===== src/shared/otp_prog_regs.vh =====
// Purpose: constants of the supply-line programmer: offsets, fields, resets, timing
// Assumes: 125 MHz system clock, 8-bit supply code at 0.1 V per step
// Notes:   definitions only
`ifndef OTP_PROG_REGS_VH
`define OTP_PROG_REGS_VH

// ----------------------------------------------------------------------------
// register offsets
// ----------------------------------------------------------------------------
`define OTP_REG_CTRL            8'h00
`define OTP_REG_STATUS          8'h04
`define OTP_REG_FUSE            8'h08
`define OTP_REG_FIELD           8'h0c
`define OTP_REG_THRESH          8'h10

// ----------------------------------------------------------------------------
// field positions and reset values
// ----------------------------------------------------------------------------
`define OTP_CTRL_OUTEN_BIT      0
`define OTP_CTRL_RESET          1'h1
`define OTP_STAT_STATE_LSB      0
`define OTP_STAT_LOCK_BIT       2
`define OTP_STAT_ON_BIT         3
`define OTP_STAT_LEVEL_LSB      4
`define OTP_STAT_TEMP_LSB       8
`define OTP_STAT_MIDS_LSB       16
`define OTP_FUSE_LOCK_BIT       8
`define OTP_THRESH_REL_LSB      16

// ----------------------------------------------------------------------------
// supply level bands (code = volts * 10)
// ----------------------------------------------------------------------------
`define OTP_LVL_FLOOR_CODE      8'h2d
`define OTP_LVL_MID_CODE        8'h48
`define OTP_LVL_HIGH_CODE       8'h9b
`define OTP_LVL_DROP            2'h0
`define OTP_LVL_LOW             2'h1
`define OTP_LVL_MID             2'h2
`define OTP_LVL_HIGH            2'h3

// ----------------------------------------------------------------------------
// protocol counts and timing
// ----------------------------------------------------------------------------
`define OTP_ENABLE_MIN_MIDS     4'h7
`define OTP_LOCK_SELECT         6'h07
`define OTP_CLK_PERIOD_NS       8
`define OTP_INTER_BIT_OFF_TIME_NS 20000
`define OTP_BIT_ON_TIME_NS      20000
`define OTP_BURN_PULSE_TIME_NS  100000
`define OTP_OFF_CYCLES  ((`OTP_INTER_BIT_OFF_TIME_NS + `OTP_CLK_PERIOD_NS - 1) / `OTP_CLK_PERIOD_NS)
`define OTP_ON_CYCLES   ((`OTP_BIT_ON_TIME_NS + `OTP_CLK_PERIOD_NS - 1) / `OTP_CLK_PERIOD_NS)
`define OTP_BURN_CYCLES ((`OTP_BURN_PULSE_TIME_NS + `OTP_CLK_PERIOD_NS - 1) / `OTP_CLK_PERIOD_NS)

`endif


===== src/rtl/otp_fuse_bank.v =====
// Purpose: one-time fuse store for the six address bits and the lock
// Assumes: burn strobes come from the protocol engine, one cycle each
// Notes:   srst models a blank part at power-up; nothing else clears a fuse
`timescale 1ns/100ps
module otp_fuse_bank
(
    input  wire       clk_sys,    // system clock
    input  wire       srst,       // sync reset, high
    input  wire       burnBit,    // pulse: commit one address bit
    input  wire [2:0] burnIndex,  // bit position 0..5
    input  wire       burnLock,   // pulse: commit the lock
    output reg  [5:0] fuseCode,   // burned address code
    output reg        fuseLock    // lock burned
);

    always @(posedge clk_sys)
    begin
        if (srst)
        begin
            fuseCode <= 6'h00;
            fuseLock <= 1'h0;
        end
        else if (!fuseLock)
        begin
            // bits only ever go to one: a burned fuse cannot revert
            if (burnBit && (burnIndex < 3'h6))
                fuseCode <= fuseCode | (6'h01 << burnIndex);
            if (burnLock)
                fuseLock <= 1'h1;
        end
    end

endmodule


===== src/rtl/supply_pulse_classifier.v =====
// Purpose: sort supply samples into bands and measure pulse widths
// Assumes: supplyCode is from an on-chip converter on clk_sys
// Notes:   a pulse is any excursion above the low band; its kind is its highest band
`timescale 1ns/100ps
`include "otp_prog_regs.vh"
module supply_pulse_classifier
#(
    parameter CNT_W       = 16,
    parameter OFF_CYCLES  = `OTP_OFF_CYCLES,
    parameter ON_CYCLES   = `OTP_ON_CYCLES,
    parameter BURN_CYCLES = `OTP_BURN_CYCLES
)
(
    input  wire       clk_sys,    // system clock
    input  wire       srst,       // sync reset, high
    input  wire [7:0] supplyCode, // sampled supply voltage
    output reg  [1:0] level,      // current band
    output wire       dropout,    // supply under floor, level
    output reg        pulseEnd,   // pulse: pulse back to low band
    output reg  [1:0] pulseKind,  // band of ended pulse
    output reg        pulseOk,    // ended pulse long enough after a long gap
    output reg        wideHit     // pulse: high pulse just reached burn width
);

    reg [CNT_W-1:0] onCnt;
    reg [CNT_W-1:0] offCnt;
    reg             gapOk;
    reg [1:0]       peak;
    reg [1:0]       levelNext;

    // ------------------------------------------------------------------------
    // band decode
    // ------------------------------------------------------------------------
    always @*
    begin
        if (supplyCode < `OTP_LVL_FLOOR_CODE)
            levelNext = `OTP_LVL_DROP;
        else if (supplyCode >= `OTP_LVL_HIGH_CODE)
            levelNext = `OTP_LVL_HIGH;
        else if (supplyCode >= `OTP_LVL_MID_CODE)
            levelNext = `OTP_LVL_MID;
        else
            levelNext = `OTP_LVL_LOW;
    end

    assign dropout = (level == `OTP_LVL_DROP);

    // ------------------------------------------------------------------------
    // width measurement
    // ------------------------------------------------------------------------
    always @(posedge clk_sys)
    begin
        if (srst)
        begin
            level     <= `OTP_LVL_LOW;
            onCnt     <= {CNT_W{1'b0}};
            offCnt    <= {CNT_W{1'b0}};
            gapOk     <= 1'h1;
            peak      <= `OTP_LVL_LOW;
            pulseEnd  <= 1'h0;
            pulseKind <= `OTP_LVL_LOW;
            pulseOk   <= 1'h0;
            wideHit   <= 1'h0;
        end
        else
        begin
            level    <= levelNext;
            pulseEnd <= 1'h0;
            wideHit  <= 1'h0;
            if (level == `OTP_LVL_DROP)
            begin
                // a dropout voids any pulse in flight
                onCnt  <= {CNT_W{1'b0}};
                offCnt <= {CNT_W{1'b0}};
                gapOk  <= 1'h0;
                peak   <= `OTP_LVL_LOW;
            end
            else if (level == `OTP_LVL_LOW)
            begin
                if (peak != `OTP_LVL_LOW)
                begin
                    pulseEnd  <= 1'h1;
                    pulseKind <= peak;
                    pulseOk   <= gapOk && (onCnt >= ON_CYCLES[CNT_W-1:0]);
                    gapOk     <= 1'h0;
                    offCnt    <= {CNT_W{1'b0}};
                end
                else if (offCnt < OFF_CYCLES[CNT_W-1:0])
                    offCnt <= offCnt + 1'b1;
                else
                    gapOk <= 1'h1;
                peak  <= `OTP_LVL_LOW;
                onCnt <= {CNT_W{1'b0}};
            end
            else
            begin
                if (level > peak)
                    peak <= level;
                if (onCnt != {CNT_W{1'b1}})
                    onCnt <= onCnt + 1'b1;
                // fires once, mid-pulse, so the burn lands inside the wide pulse
                if (level == `OTP_LVL_HIGH && gapOk
                    && onCnt == BURN_CYCLES[CNT_W-1:0] - 1'b1)
                    wideHit <= 1'h1;
            end
        end
    end

endmodule


===== src/rtl/supply_line_otp_programmer.v =====
// Purpose: sensor switch with operate point programmed over the supply line
// Assumes: supply and field codes come from on-chip converters on clk_sys
// Notes:   registers over APB are for observation and output gating only
//
// Behaviour
// - supply pulses are the only programming path
// - enable needs high, seven+ mids, high
// - 64 operate points from a 6-bit code
// - stepped address applied temporarily to threshold
// - hysteresis constant for every address
// - burn only the one bits, one by one
// - commit only in wide high pulse, permanent
// - lock refuses any further programming
// - output turns on low above operate threshold
// - output turns off high below release threshold
// - output comes up off after power
`timescale 1ns/100ps
`include "otp_prog_regs.vh"
module supply_line_otp_programmer
#(
    parameter        CNT_W       = 16,
    parameter        FIELD_W     = 12,
    parameter        BURN_CYCLES = `OTP_BURN_CYCLES,
    parameter [11:0] OP_BASE     = 12'h1f4,
    parameter [11:0] OP_STEP     = 12'h00b,
    parameter [11:0] HYST        = 12'h014
)
(
    input  wire               clk_sys,     // system clock, 125 MHz
    input  wire               srst,        // sync reset, high
    input  wire [7:0]         supplyCode,  // supply voltage sample
    input  wire [FIELD_W-1:0] fieldCode,   // sensed field sample
    output reg                sensorOutData, // open-drain data, always 0
    output reg                sensorOutEnN,  // low while the pin sinks
    input  wire               psel,        // apb select
    input  wire               penable,     // apb enable
    input  wire               pwrite,      // apb write
    input  wire [7:0]         paddr,       // apb byte address
    input  wire [31:0]        pwdata,      // apb write data
    output reg  [31:0]        prdata,      // apb read data
    output wire               pready,      // apb ready
    output wire               pslverr      // apb error
);

    // ------------------------------------------------------------------------
    // states and helpers
    // ------------------------------------------------------------------------
    localparam [1:0] ST_IDLE    = 2'h0;
    localparam [1:0] ST_COUNT   = 2'h1;
    localparam [1:0] ST_ENABLED = 2'h2;

    function [FIELD_W-1:0] thresholdFor;
        input [5:0] addr;
        reg   [FIELD_W+6:0] sum;
        begin
            sum = {7'h00, OP_BASE[FIELD_W-1:0]} + addr * OP_STEP[FIELD_W-1:0];
            thresholdFor = sum[FIELD_W-1:0];
        end
    endfunction

    function mapped;
        input [7:0] addr;
        begin
            mapped = (addr == `OTP_REG_CTRL) || (addr == `OTP_REG_STATUS)
                  || (addr == `OTP_REG_FUSE) || (addr == `OTP_REG_FIELD)
                  || (addr == `OTP_REG_THRESH);
        end
    endfunction

    // ------------------------------------------------------------------------
    // signals
    // ------------------------------------------------------------------------
    wire [1:0]         level;
    wire               dropout;
    wire               pulseEnd;
    wire [1:0]         pulseKind;
    wire               pulseOk;
    wire               wideHit;
    wire [5:0]         fuseCode;
    wire               fuseLock;
    reg  [1:0]         state_reg;
    reg  [1:0]         state_next;
    reg  [3:0]         mids_reg;
    reg  [3:0]         mids_next;
    reg  [5:0]         temp_reg;
    reg  [5:0]         temp_next;
    reg                burnBit;
    reg                burnLock;
    reg  [2:0]         burnIndex;
    reg                outOn_reg;
    reg                outEn_reg;
    wire [5:0]         activeAddr;
    wire [FIELD_W-1:0] operateLvl;
    wire [FIELD_W-1:0] releaseLvl;
    wire               apbSetup;
    wire               apbWrite;

    // ------------------------------------------------------------------------
    // supply front end and fuse store
    // ------------------------------------------------------------------------
    supply_pulse_classifier
    #(
        .CNT_W       (CNT_W),
        .OFF_CYCLES  (`OTP_OFF_CYCLES),
        .ON_CYCLES   (`OTP_ON_CYCLES),
        .BURN_CYCLES (BURN_CYCLES)
    )
    classifier
    (
        .clk_sys    (clk_sys),
        .srst       (srst),
        .supplyCode (supplyCode),
        .level      (level),
        .dropout    (dropout),
        .pulseEnd   (pulseEnd),
        .pulseKind  (pulseKind),
        .pulseOk    (pulseOk),
        .wideHit    (wideHit)
    );

    otp_fuse_bank fuses
    (
        .clk_sys   (clk_sys),
        .srst      (srst),
        .burnBit   (burnBit),
        .burnIndex (burnIndex),
        .burnLock  (burnLock),
        .fuseCode  (fuseCode),
        .fuseLock  (fuseLock)
    );

    // ------------------------------------------------------------------------
    // programming protocol
    // ------------------------------------------------------------------------
    // short pulses or short gaps mean noise: they void an unfinished enable
    always @*
    begin
        state_next = state_reg;
        mids_next  = mids_reg;
        temp_next  = temp_reg;
        burnBit    = 1'h0;
        burnLock   = 1'h0;
        burnIndex  = 3'h0;
        if (fuseLock)
        begin
            state_next = ST_IDLE;
            mids_next  = 4'h0;
            temp_next  = 6'h00;
        end
        else if (dropout)
        begin
            state_next = ST_IDLE;
            mids_next  = 4'h0;
            temp_next  = 6'h00;
        end
        else
        begin
            case (state_reg)
                ST_IDLE:
                begin
                    if (pulseEnd && pulseOk && pulseKind == `OTP_LVL_HIGH)
                    begin
                        state_next = ST_COUNT;
                        mids_next  = 4'h0;
                    end
                end
                ST_COUNT:
                begin
                    if (pulseEnd && !pulseOk)
                        state_next = ST_IDLE;
                    else if (pulseEnd && pulseKind == `OTP_LVL_MID)
                    begin
                        if (mids_reg != 4'hf)
                            mids_next = mids_reg + 4'h1;
                    end
                    else if (pulseEnd && pulseKind == `OTP_LVL_HIGH)
                    begin
                        mids_next = 4'h0;
                        if (mids_reg >= `OTP_ENABLE_MIN_MIDS)
                        begin
                            state_next = ST_ENABLED;
                            temp_next  = 6'h00;
                        end
                    end
                end
                ST_ENABLED:
                begin
                    // a burn commits at the moment the high pulse reaches burn width
                    if (wideHit)
                    begin
                        if (temp_reg >= 6'h01 && temp_reg <= 6'h06)
                        begin
                            burnBit   = 1'h1;
                            burnIndex = temp_reg[2:0] - 3'h1;
                        end
                        else if (temp_reg == `OTP_LOCK_SELECT)
                            burnLock = 1'h1;
                    end
                    if (pulseEnd && pulseOk && pulseKind == `OTP_LVL_MID)
                        temp_next = temp_reg + 6'h01;
                    else if (pulseEnd && pulseKind == `OTP_LVL_HIGH)
                        temp_next = 6'h00;
                end
                default:
                begin
                    state_next = ST_IDLE;
                    mids_next  = 4'h0;
                    temp_next  = 6'h00;
                end
            endcase
        end
    end

    always @(posedge clk_sys)
    begin
        if (srst)
        begin
            state_reg <= ST_IDLE;
            mids_reg  <= 4'h0;
            temp_reg  <= 6'h00;
        end
        else
        begin
            state_reg <= state_next;
            mids_reg  <= mids_next;
            temp_reg  <= temp_next;
        end
    end

    // ------------------------------------------------------------------------
    // thresholds and output
    // ------------------------------------------------------------------------
    // while enabled the stepped address drives the threshold so the station
    // can watch the output switch; otherwise the burned code does
    assign activeAddr = (state_reg == ST_ENABLED) ? temp_reg : fuseCode;
    assign operateLvl = thresholdFor(activeAddr);
    assign releaseLvl = (operateLvl > HYST[FIELD_W-1:0])
                      ? operateLvl - HYST[FIELD_W-1:0]
                      : {FIELD_W{1'b0}};

    always @(posedge clk_sys)
    begin
        if (srst)
        begin
            outOn_reg     <= 1'h0;
            sensorOutEnN  <= 1'h1;
            sensorOutData <= 1'h0;
        end
        else
        begin
            sensorOutData <= 1'h0;
            if (!outOn_reg && fieldCode > operateLvl)
                outOn_reg <= 1'h1;
            else if (outOn_reg && fieldCode < releaseLvl)
                outOn_reg <= 1'h0;
            // disabling the output only releases the pin; switching continues
            sensorOutEnN <= !(outOn_reg && outEn_reg);
        end
    end

    // ------------------------------------------------------------------------
    // apb slave
    // ------------------------------------------------------------------------
    // zero-wait: data is latched in setup so it comes from a flop in access
    assign pready   = 1'h1;
    assign pslverr  = psel && penable && !mapped(paddr);
    assign apbSetup = psel && !penable;
    assign apbWrite = psel && penable && pwrite;

    always @(posedge clk_sys)
    begin
        if (srst)
            outEn_reg <= `OTP_CTRL_RESET;
        else if (apbWrite && paddr == `OTP_REG_CTRL)
            outEn_reg <= pwdata[`OTP_CTRL_OUTEN_BIT];
    end

    always @(posedge clk_sys)
    begin
        if (srst)
            prdata <= 32'h00000000;
        else if (apbSetup)
        begin
            prdata <= 32'h00000000;
            case (paddr)
                `OTP_REG_CTRL:
                    prdata[`OTP_CTRL_OUTEN_BIT] <= outEn_reg;
                `OTP_REG_STATUS:
                begin
                    prdata[`OTP_STAT_STATE_LSB +: 2] <= state_reg;
                    prdata[`OTP_STAT_LOCK_BIT]       <= fuseLock;
                    prdata[`OTP_STAT_ON_BIT]         <= outOn_reg;
                    prdata[`OTP_STAT_LEVEL_LSB +: 2] <= level;
                    prdata[`OTP_STAT_TEMP_LSB +: 6]  <= temp_reg;
                    prdata[`OTP_STAT_MIDS_LSB +: 4]  <= mids_reg;
                end
                `OTP_REG_FUSE:
                begin
                    prdata[5:0]                <= fuseCode;
                    prdata[`OTP_FUSE_LOCK_BIT] <= fuseLock;
                end
                `OTP_REG_FIELD:
                    prdata[FIELD_W-1:0] <= fieldCode;
                `OTP_REG_THRESH:
                begin
                    prdata[FIELD_W-1:0]                   <= operateLvl;
                    prdata[`OTP_THRESH_REL_LSB +: FIELD_W] <= releaseLvl;
                end
                default:
                    prdata <= 32'h00000000;
            endcase
        end
    end

endmodule


===== config.mk =====
export PLATFORM = sky130hd
export DESIGN_NAME = supply_line_otp_programmer
export DESIGN_NICKNAME = d
export VERILOG_FILES = /design/src/rtl/otp_fuse_bank.v /design/src/rtl/supply_pulse_classifier.v /design/src/rtl/supply_line_otp_programmer.v
export VERILOG_INCLUDE_DIRS = /design/src /design/src/shared
export SDC_FILE = /design/constraint.sdc
export NUM_CORES = 1
export LEC_CHECK = 0
export BUFFER_PORTS_ARGS = -buffer_cell sky130_fd_sc_hd__buf_2
export CAP_MARGIN = 25
export CORE_MARGIN = 2
export CORE_UTILIZATION = 45
export CTS_BUF_LIST = sky130_fd_sc_hd__clkbuf_8 sky130_fd_sc_hd__clkbuf_16
export CTS_CLUSTER_SIZE = 25
export DETAILED_ROUTE_END_ITERATION = 10
export GPL_TIMING_DRIVEN = 0
export MAX_ROUTING_LAYER = met4
export PLACE_DENSITY = 0.66
export SLEW_MARGIN = 5
export SYNTH_ARGS = -nofsm -noshare
export SYNTH_HDL_FRONTEND = slang
export SYNTH_SLANG_ARGS = --single-unit

===== constraint.sdc =====
create_clock -name clk_sys -period 8.14 [get_ports clk_sys]
set_input_delay 0.407 -clock clk_sys [delete_from_list [all_inputs] [get_ports clk_sys]]
set_output_delay 0.407 -clock clk_sys [all_outputs]
set_load 0.02 [all_outputs]

# Yosys cells after proc, flatten, opt, wreduce, memory -nomap -nowiden
# Index checks and enable logic that the tools add are counted.
[totals] register_bits=90 output_inout_bits=36 word_cells=180
[classes] add_sub_neg=7 n_mul=1 magnitude_cmp=13 n_eq_ne=27 shifts=1 n_mux=60 n_bitwise=6 n_reduce_logical=46
[op_table] operator="$mux W6" n=7
[op_table] operator="$add A16 B1 Y16 const B" n=2
[op_table] operator="$mux W16" n=2
[op_table] operator="$mux W1" n=22
[op_table] operator="$mux W4" n=5
[op_table] operator="$pmux W5 S4" n=1
[op_table] operator="$logic_and A1 B1 Y1" n=19
[op_table] operator="$ne A3 B3 Y1 const B" n=6
[op_table] operator="$pmux W6 S3" n=1
[op_table] operator="$eq A16 B14 Y1 const B" n=1
[op_table] operator="$eq A8 B4 Y1 const B" n=2
[op_table] operator="$ge A16 B12 Y1 const B" n=1
[op_table] operator="$lt A16 B12 Y1 const B" n=1
[op_table] operator="$mux W2" n=8
[op_table] operator="$ne A16 B16 Y1 const B" n=1
[op_table] operator="$mux W3" n=5
[op_table] operator="$gt A12 B11 Y1" n=1
[op_table] operator="$lt A12 B12 Y1" n=1
[op_table] operator="$mux W12" n=1
[op_table] operator="$pmux W4 S3" n=1
[op_table] operator="$sub A11 B5 Y12 const B" n=1
[op_table] operator="$add A9 B10 Y11 const A" n=1
[op_table] operator="$gt A11 B5 Y1 const B" n=1
[op_table] operator="$mul A6 B4 Y10 const B" n=1
[op_table] operator="41 further kinds" n=69

# Logic depth before layout (Yosys ltp)
[logic_depth] ltp_word=10 depth_mapped=27

# Modules after synthesis
# Synthesis repeated with hierarchy kept, for this count alone.
[unflattened] cells_unflattened=733 area_unflattened_um2=6184.7
[by_module_without_submodules] module="supply_line_otp_programmer" n_inst=1 cells_each=446 area_per_inst_um2=3648.5 seq_area_each_um2=820.8
[by_module_without_submodules] module="supply_pulse_classifier" n_inst=1 cells_each=260 area_per_inst_um2=2262.2 seq_area_each_um2=840.8
[by_module_without_submodules] module="otp_fuse_bank" n_inst=1 cells_each=27 area_per_inst_um2=274.0 seq_area_each_um2=140.1

# Worst setup path after synthesis
# Ideal clock, no wire load.
[synth_path] path_kind="reg-to-reg" from="reg state_reg[0]" to="reg outOn_reg" setup_ns=0.122 t_arrival_ns=5.255 path_slack_ns=2.762 stages_incl_launch_ff=24 synth_period_minus_slack_ns=5.378 path_cell_list="dfxtp_1 nand2b_1 buf_6 mux2i_1 inv_1 ha_1 fa_1 fa_1 inv_1 fa_1 nand2b_1 a211o_1 a211oi_2 and4_4 nand2_4 buf_6 nand2_1 ha_1 a21o_1 a21o_1 a21oi_1 o2111ai_1 a311oi_1 nor3_1"
[synth_between] elab_chain_len=9 word_cells_on_any_way=13
[synth_lines] element="start: declaration" line_no="supply_line_otp_programmer.v:81" rtl="reg [1:0] state_reg;"
[synth_lines] element="start signal: assignment" line_no="supply_line_otp_programmer.v:224" rtl="state_reg <= state_next;"
[synth_lines] element="$eq A2 B2 Y1 *" line_no="supply_line_otp_programmer.v:235" rtl="assign activeAddr = (state_reg == ST_ENABLED) ? temp_reg : fuseCode;"
[synth_lines] element="$mux W6 *" line_no="supply_line_otp_programmer.v:235"
[synth_lines] element="$mul A6 B4 Y10 *" line_no="supply_line_otp_programmer.v:56" rtl="sum = {7'h00, OP_BASE[FIELD_W-1:0]} + addr * OP_STEP[FIELD_W-1:0];"
[synth_lines] element="$add A9 B10 Y11 *" line_no="supply_line_otp_programmer.v:56"
[synth_lines] element="$sub A11 B5 Y12 or $gt A11 B5 Y1 (tied branches)" line_no="supply_line_otp_programmer.v:238, supply_line_otp_programmer.v:237"
[synth_lines] element="$mux W12" line_no="supply_line_otp_programmer.v:238" rtl="? operateLvl - HYST[FIELD_W-1:0]"
[synth_lines] element="$lt A12 B12 Y1" line_no="supply_line_otp_programmer.v:254" rtl="else if (outOn_reg && fieldCode < releaseLvl)"
[synth_lines] element="$logic_and A1 B1 Y1" line_no="supply_line_otp_programmer.v:254"
[synth_lines] element="$reduce_bool A2 Y1 (no line)"
[synth_lines] element="end signal: assignment" line_no="supply_line_otp_programmer.v:245" rtl="outOn_reg <= 1'h0;"
[synth_lines] element="end signal: assignment" line_no="supply_line_otp_programmer.v:253" rtl="outOn_reg <= 1'h1;"
[synth_lines] element="end signal: assignment" line_no="supply_line_otp_programmer.v:255" rtl="outOn_reg <= 1'h0;"
[synth_lines] element="end: declaration" line_no="supply_line_otp_programmer.v:90" rtl="reg outOn_reg;"
# Every way passes the cells marked *; elsewhere a longest branch is shown, timed or not.
# A chain may end at the register's enable or synchronous reset.

# Worst setup path after layout
# Same ends and word-level chain as after synthesis.

==> out/qor.txt <==
Status = complete, no violations
Post-synthesis adder-cell area fraction = 13.4%
Final hold violation count = 0
Yosys warning total = 0
Synth Area in Simple Gates = 23.9%
Slew HR = 40.9%
GRT Overall Usage = 22.8%
R2R depth = 23
Quantity of gates resized following cts = 0
Post-synthesis sequential area ratio = 30.3%
DR vias = 5453
Syn-to-layout area delta = 14.6%
Type of the worst min-delay path = in -> reg
Detailed placer's ending HPWL = 12300 microns
# DRC = 0
Crit Path Max Fanout = 10
Regs by FF count = prdata (26), classifier.offCnt (16), classifier.onCnt (16)
Metal2 WL = 7040 microns
R2R setup slack = 1.83 ns
Xor/xnor share of the synthesized area = 4.71%
Cell mode on critical path = fa_1
Biggest register = prdata
Grt ovf = 0
Layout cell share with drive strength beyond 1 = 14.3%
Distinct cells, synth = 79
Critical path type = reg -> reg
Final Max Slew Viols = 0
Min-delay src = pwdata[0]
Total CTS buffers = 9
Initial antenna violation count = 1
Buf/Inv on CP = 4
TNS Setup = 0 ns
Critical Path AT = 6.54 ns
First-pass GRT wire length = 25200 microns
Initial Utilization = 45.5%
Total Power = 994 uW
Fin util = 52.1%
Top sig layer = met4
Slowest CP cell = fa_1
CTS H-tree depth = 3
Drt first pass iters = 5
Final Net Count = 919
Hold Path Stages = 3
Yosys top cell area share = 30.3%
Largest delay contributor family on the critical path = adder cells
Critical R2R Launch = state_reg[0]$_SDFFE_PP0P_
Leading area contributor after synthesis = dfxtp_1
Largest net degree at the start of global routing = 17
Power per Cell Area = 146 nW/um^2
Largest family of logic cells by synthesized area = simple AND/OR/NAND/NOR gates
Ys async rst share = 0%
Number of global-route vias before repair = 5097
Critical Path Start Type = flip-flop
Max IR drop VDD = 80.0 uV
CP cell instances = nand2b_1 > buf_6 > mux2i_1 > inv_1 > ha_1 > fa_1 > fa_1 > inv_1 > fa_1 > nand2b_1 > a211o_1 > a211oi_2 > and4_4 > nand2_4 > buf_6 > nand2_1 > ha_1 > a21o_1 > a21o_1 > a21oi_1 > o2111ai_1 > a311oi_1 > nor3_1
Clock Skew = 0.00977 ns
Leakage = 0.00289 uW
R2r endpoint = outOn_reg$_SDFFE_PP0P_
Mapped cell area = 5950 sq um
FF+latch count, synth = 90
Gpl congestion = 0.967
Total Wirelength = 15600 microns
WP data required = 8.38 ns
CTS Hold Bufs = 0
Prevailing post-synth register cell = dfxtp_1
Post-synth EDFFs = 0
Syn Inst Count = 718
Post-CTS setup buffer count = 0
Crit end category = flip-flop
CTS tree = done
DR iter-0 viols = 411
Slew @ Worst Pin = 0.881 ns
RSZ-0062 raised after global routing = false
Mux cell area share after synthesis = 3.32%
Syn_area_per_cell = 8.29 sq um
Period utilization = 77.5%
Hold EP = outEn_reg$_SDFFE_PP1P_
Synth area leaders = dfxtp_1 30%, ha_1 11%, nor2_1 5.5%
Die width = 119 microns
DR vias/cell = 5.59
Worst skew pair latency = 0.35 ns
DP Cell Count = 959
Final setup vio count = 0
CP max stage delay = 0.59 ns
Crit path from = state_reg[0]$_SDFFE_PP0P_
Worst-path clk slew = 0.07 ns
Number of I/O port buffers = 59
Commonest cells in the netlist = 90 x dfxtp_1, 87 x nor2_1, 58 x a21oi_1, 58 x nand2_1, 54 x ha_1
Avg WL per Cell = 16.0 microns
Die Span Y = 119 microns
Remaining antenna violation count = 0
Max reg flops = 26
Most frequent cell after synthesis = dfxtp_1
Final critical-path required period = 6.31 ns
Post-Layout Cell Count = 976
FILL cells = 1253
Wire length on met3 = 698 microns
Total of max-cap violations = 0
Metal1 wirelength = 7610 microns
Core footprint = 13100 sq um
Total die area = 14200 sq um
Root buf cell = clkbuf_16
Max Fclk = 159 MHz
Clk sinks = 90
# IOs = 101
# rows = 42
Clk buf depth = 2
Compound-gate portion of the synthesized area = 18.8%
how the worst max path moves through the flow:
stage / slack, ns / depth (start not counted) / endpoint
after floorplan: 2.76 / 23 / outOn_reg$_SDFFE_PP0P_
after global placement: 1.91 / 23 / outOn_reg$_SDFFE_PP0P_
after detailed placement: 1.89 / 23 / outOn_reg$_SDFFE_PP0P_
after CTS: 1.86 / 23 / outOn_reg$_SDFFE_PP0P_
after global routing: 1.40 / 23 / outOn_reg$_SDFFE_PP0P_
final: 1.83 / 23 / outOn_reg$_SDFFE_PP0P_
through the flow:
| stage | setup WS, ns | hold WS, ns | instance area, sq um |
|---|---|---|---|
| 5_1_grt | 1.40 | 0.297 | 6820 |
| 3_3_place_gp | 1.91 | 0.435 | 6490 |
| 4_1_cts | 1.86 | 0.272 | 6810 |
| 2_1_floorplan | 2.76 | 0.393 | 5970 |
| 6_report | 1.83 | 0.275 | 6820 |
| 3_5_place_dp | 1.89 | 0.439 | 6490 |
placed cells by master (no fill, tap or decap), types with 13 or more instances in the layout:
cell type,Yosys,final
clkbuf_1,20,20
mux2i_1,13,13
o21ai_0,22,22
nand3_1,29,29
nor2_1,87,87
a21oi_1,58,58
inv_1,39,40
buf_2,0,59
xor2_1,20,20
nor3_1,17,17
nand2_1,58,58
ha_1,54,54
dfxtp_1,90,90
nand4_1,14,14
kinds of logic (layout without fill, tap and decap cells):
kind of cell | count (synthesis) | count (layout)
xor gates and xnor gates | 32 | 32
DFF | 90 | 90
muxes | 17 | 17
other | 2 | 9
AOI/OAI and AO/OA | 163 | 163
buffers and inverters | 74 | 149
and+or+nand+nor | 280 | 280
adders and majority gates | 60 | 60
worst register-to-register path, cell delays in order (launching register included):
cell	delay (ns)
dfxtp_1	0.43
nand2b_1	0.15
buf_6	0.17
mux2i_1	0.58
inv_1	0.21
ha_1	0.25
fa_1	0.49
fa_1	0.59
inv_1	0.07
fa_1	0.45
nand2b_1	0.20
a211o_1	0.29
a211oi_2	0.43
and4_4	0.37
nand2_4	0.10
buf_6	0.16
nand2_1	0.07
ha_1	0.24
a21o_1	0.17
a21o_1	0.18
a21oi_1	0.17
o2111ai_1	0.15
a311oi_1	0.23
nor3_1	0.06
power breakdown:
group	internal (uW)	leakage (uW)	switching (uW)
combinational	31.3	0.00200	54.9
clock	272	0.000160	184
sequential	446	0.000728	5.83
total	749	0.00289	245
area by class of cell:
class	count	area, sq um	area share [%]
Buffer	33	173	2.53
Antenna cell	1	2.50	0.0367
Inverter	41	155	2.28
Multi-Input combinational cell	560	3840	56.4
Clock inverter	7	100	1.47
Timing Repair Buffer	59	295	4.33
Clock buffer	9	225	3.30
Sequential cell	90	1800	26.4
Tap cell	176	220	3.23
metal layers:
| metal | vias up | global-route usage, % |
|---|---|---|
| li1 | 2718 | - |
| met1 | 2578 | 31.6 |
| met2 | 134 | 34.3 |
| met3 | 23 | 3.98 |
| met4 | 0 | 6.47 |
| met5 | - | - |
Power figures use the tool's default switching activity.
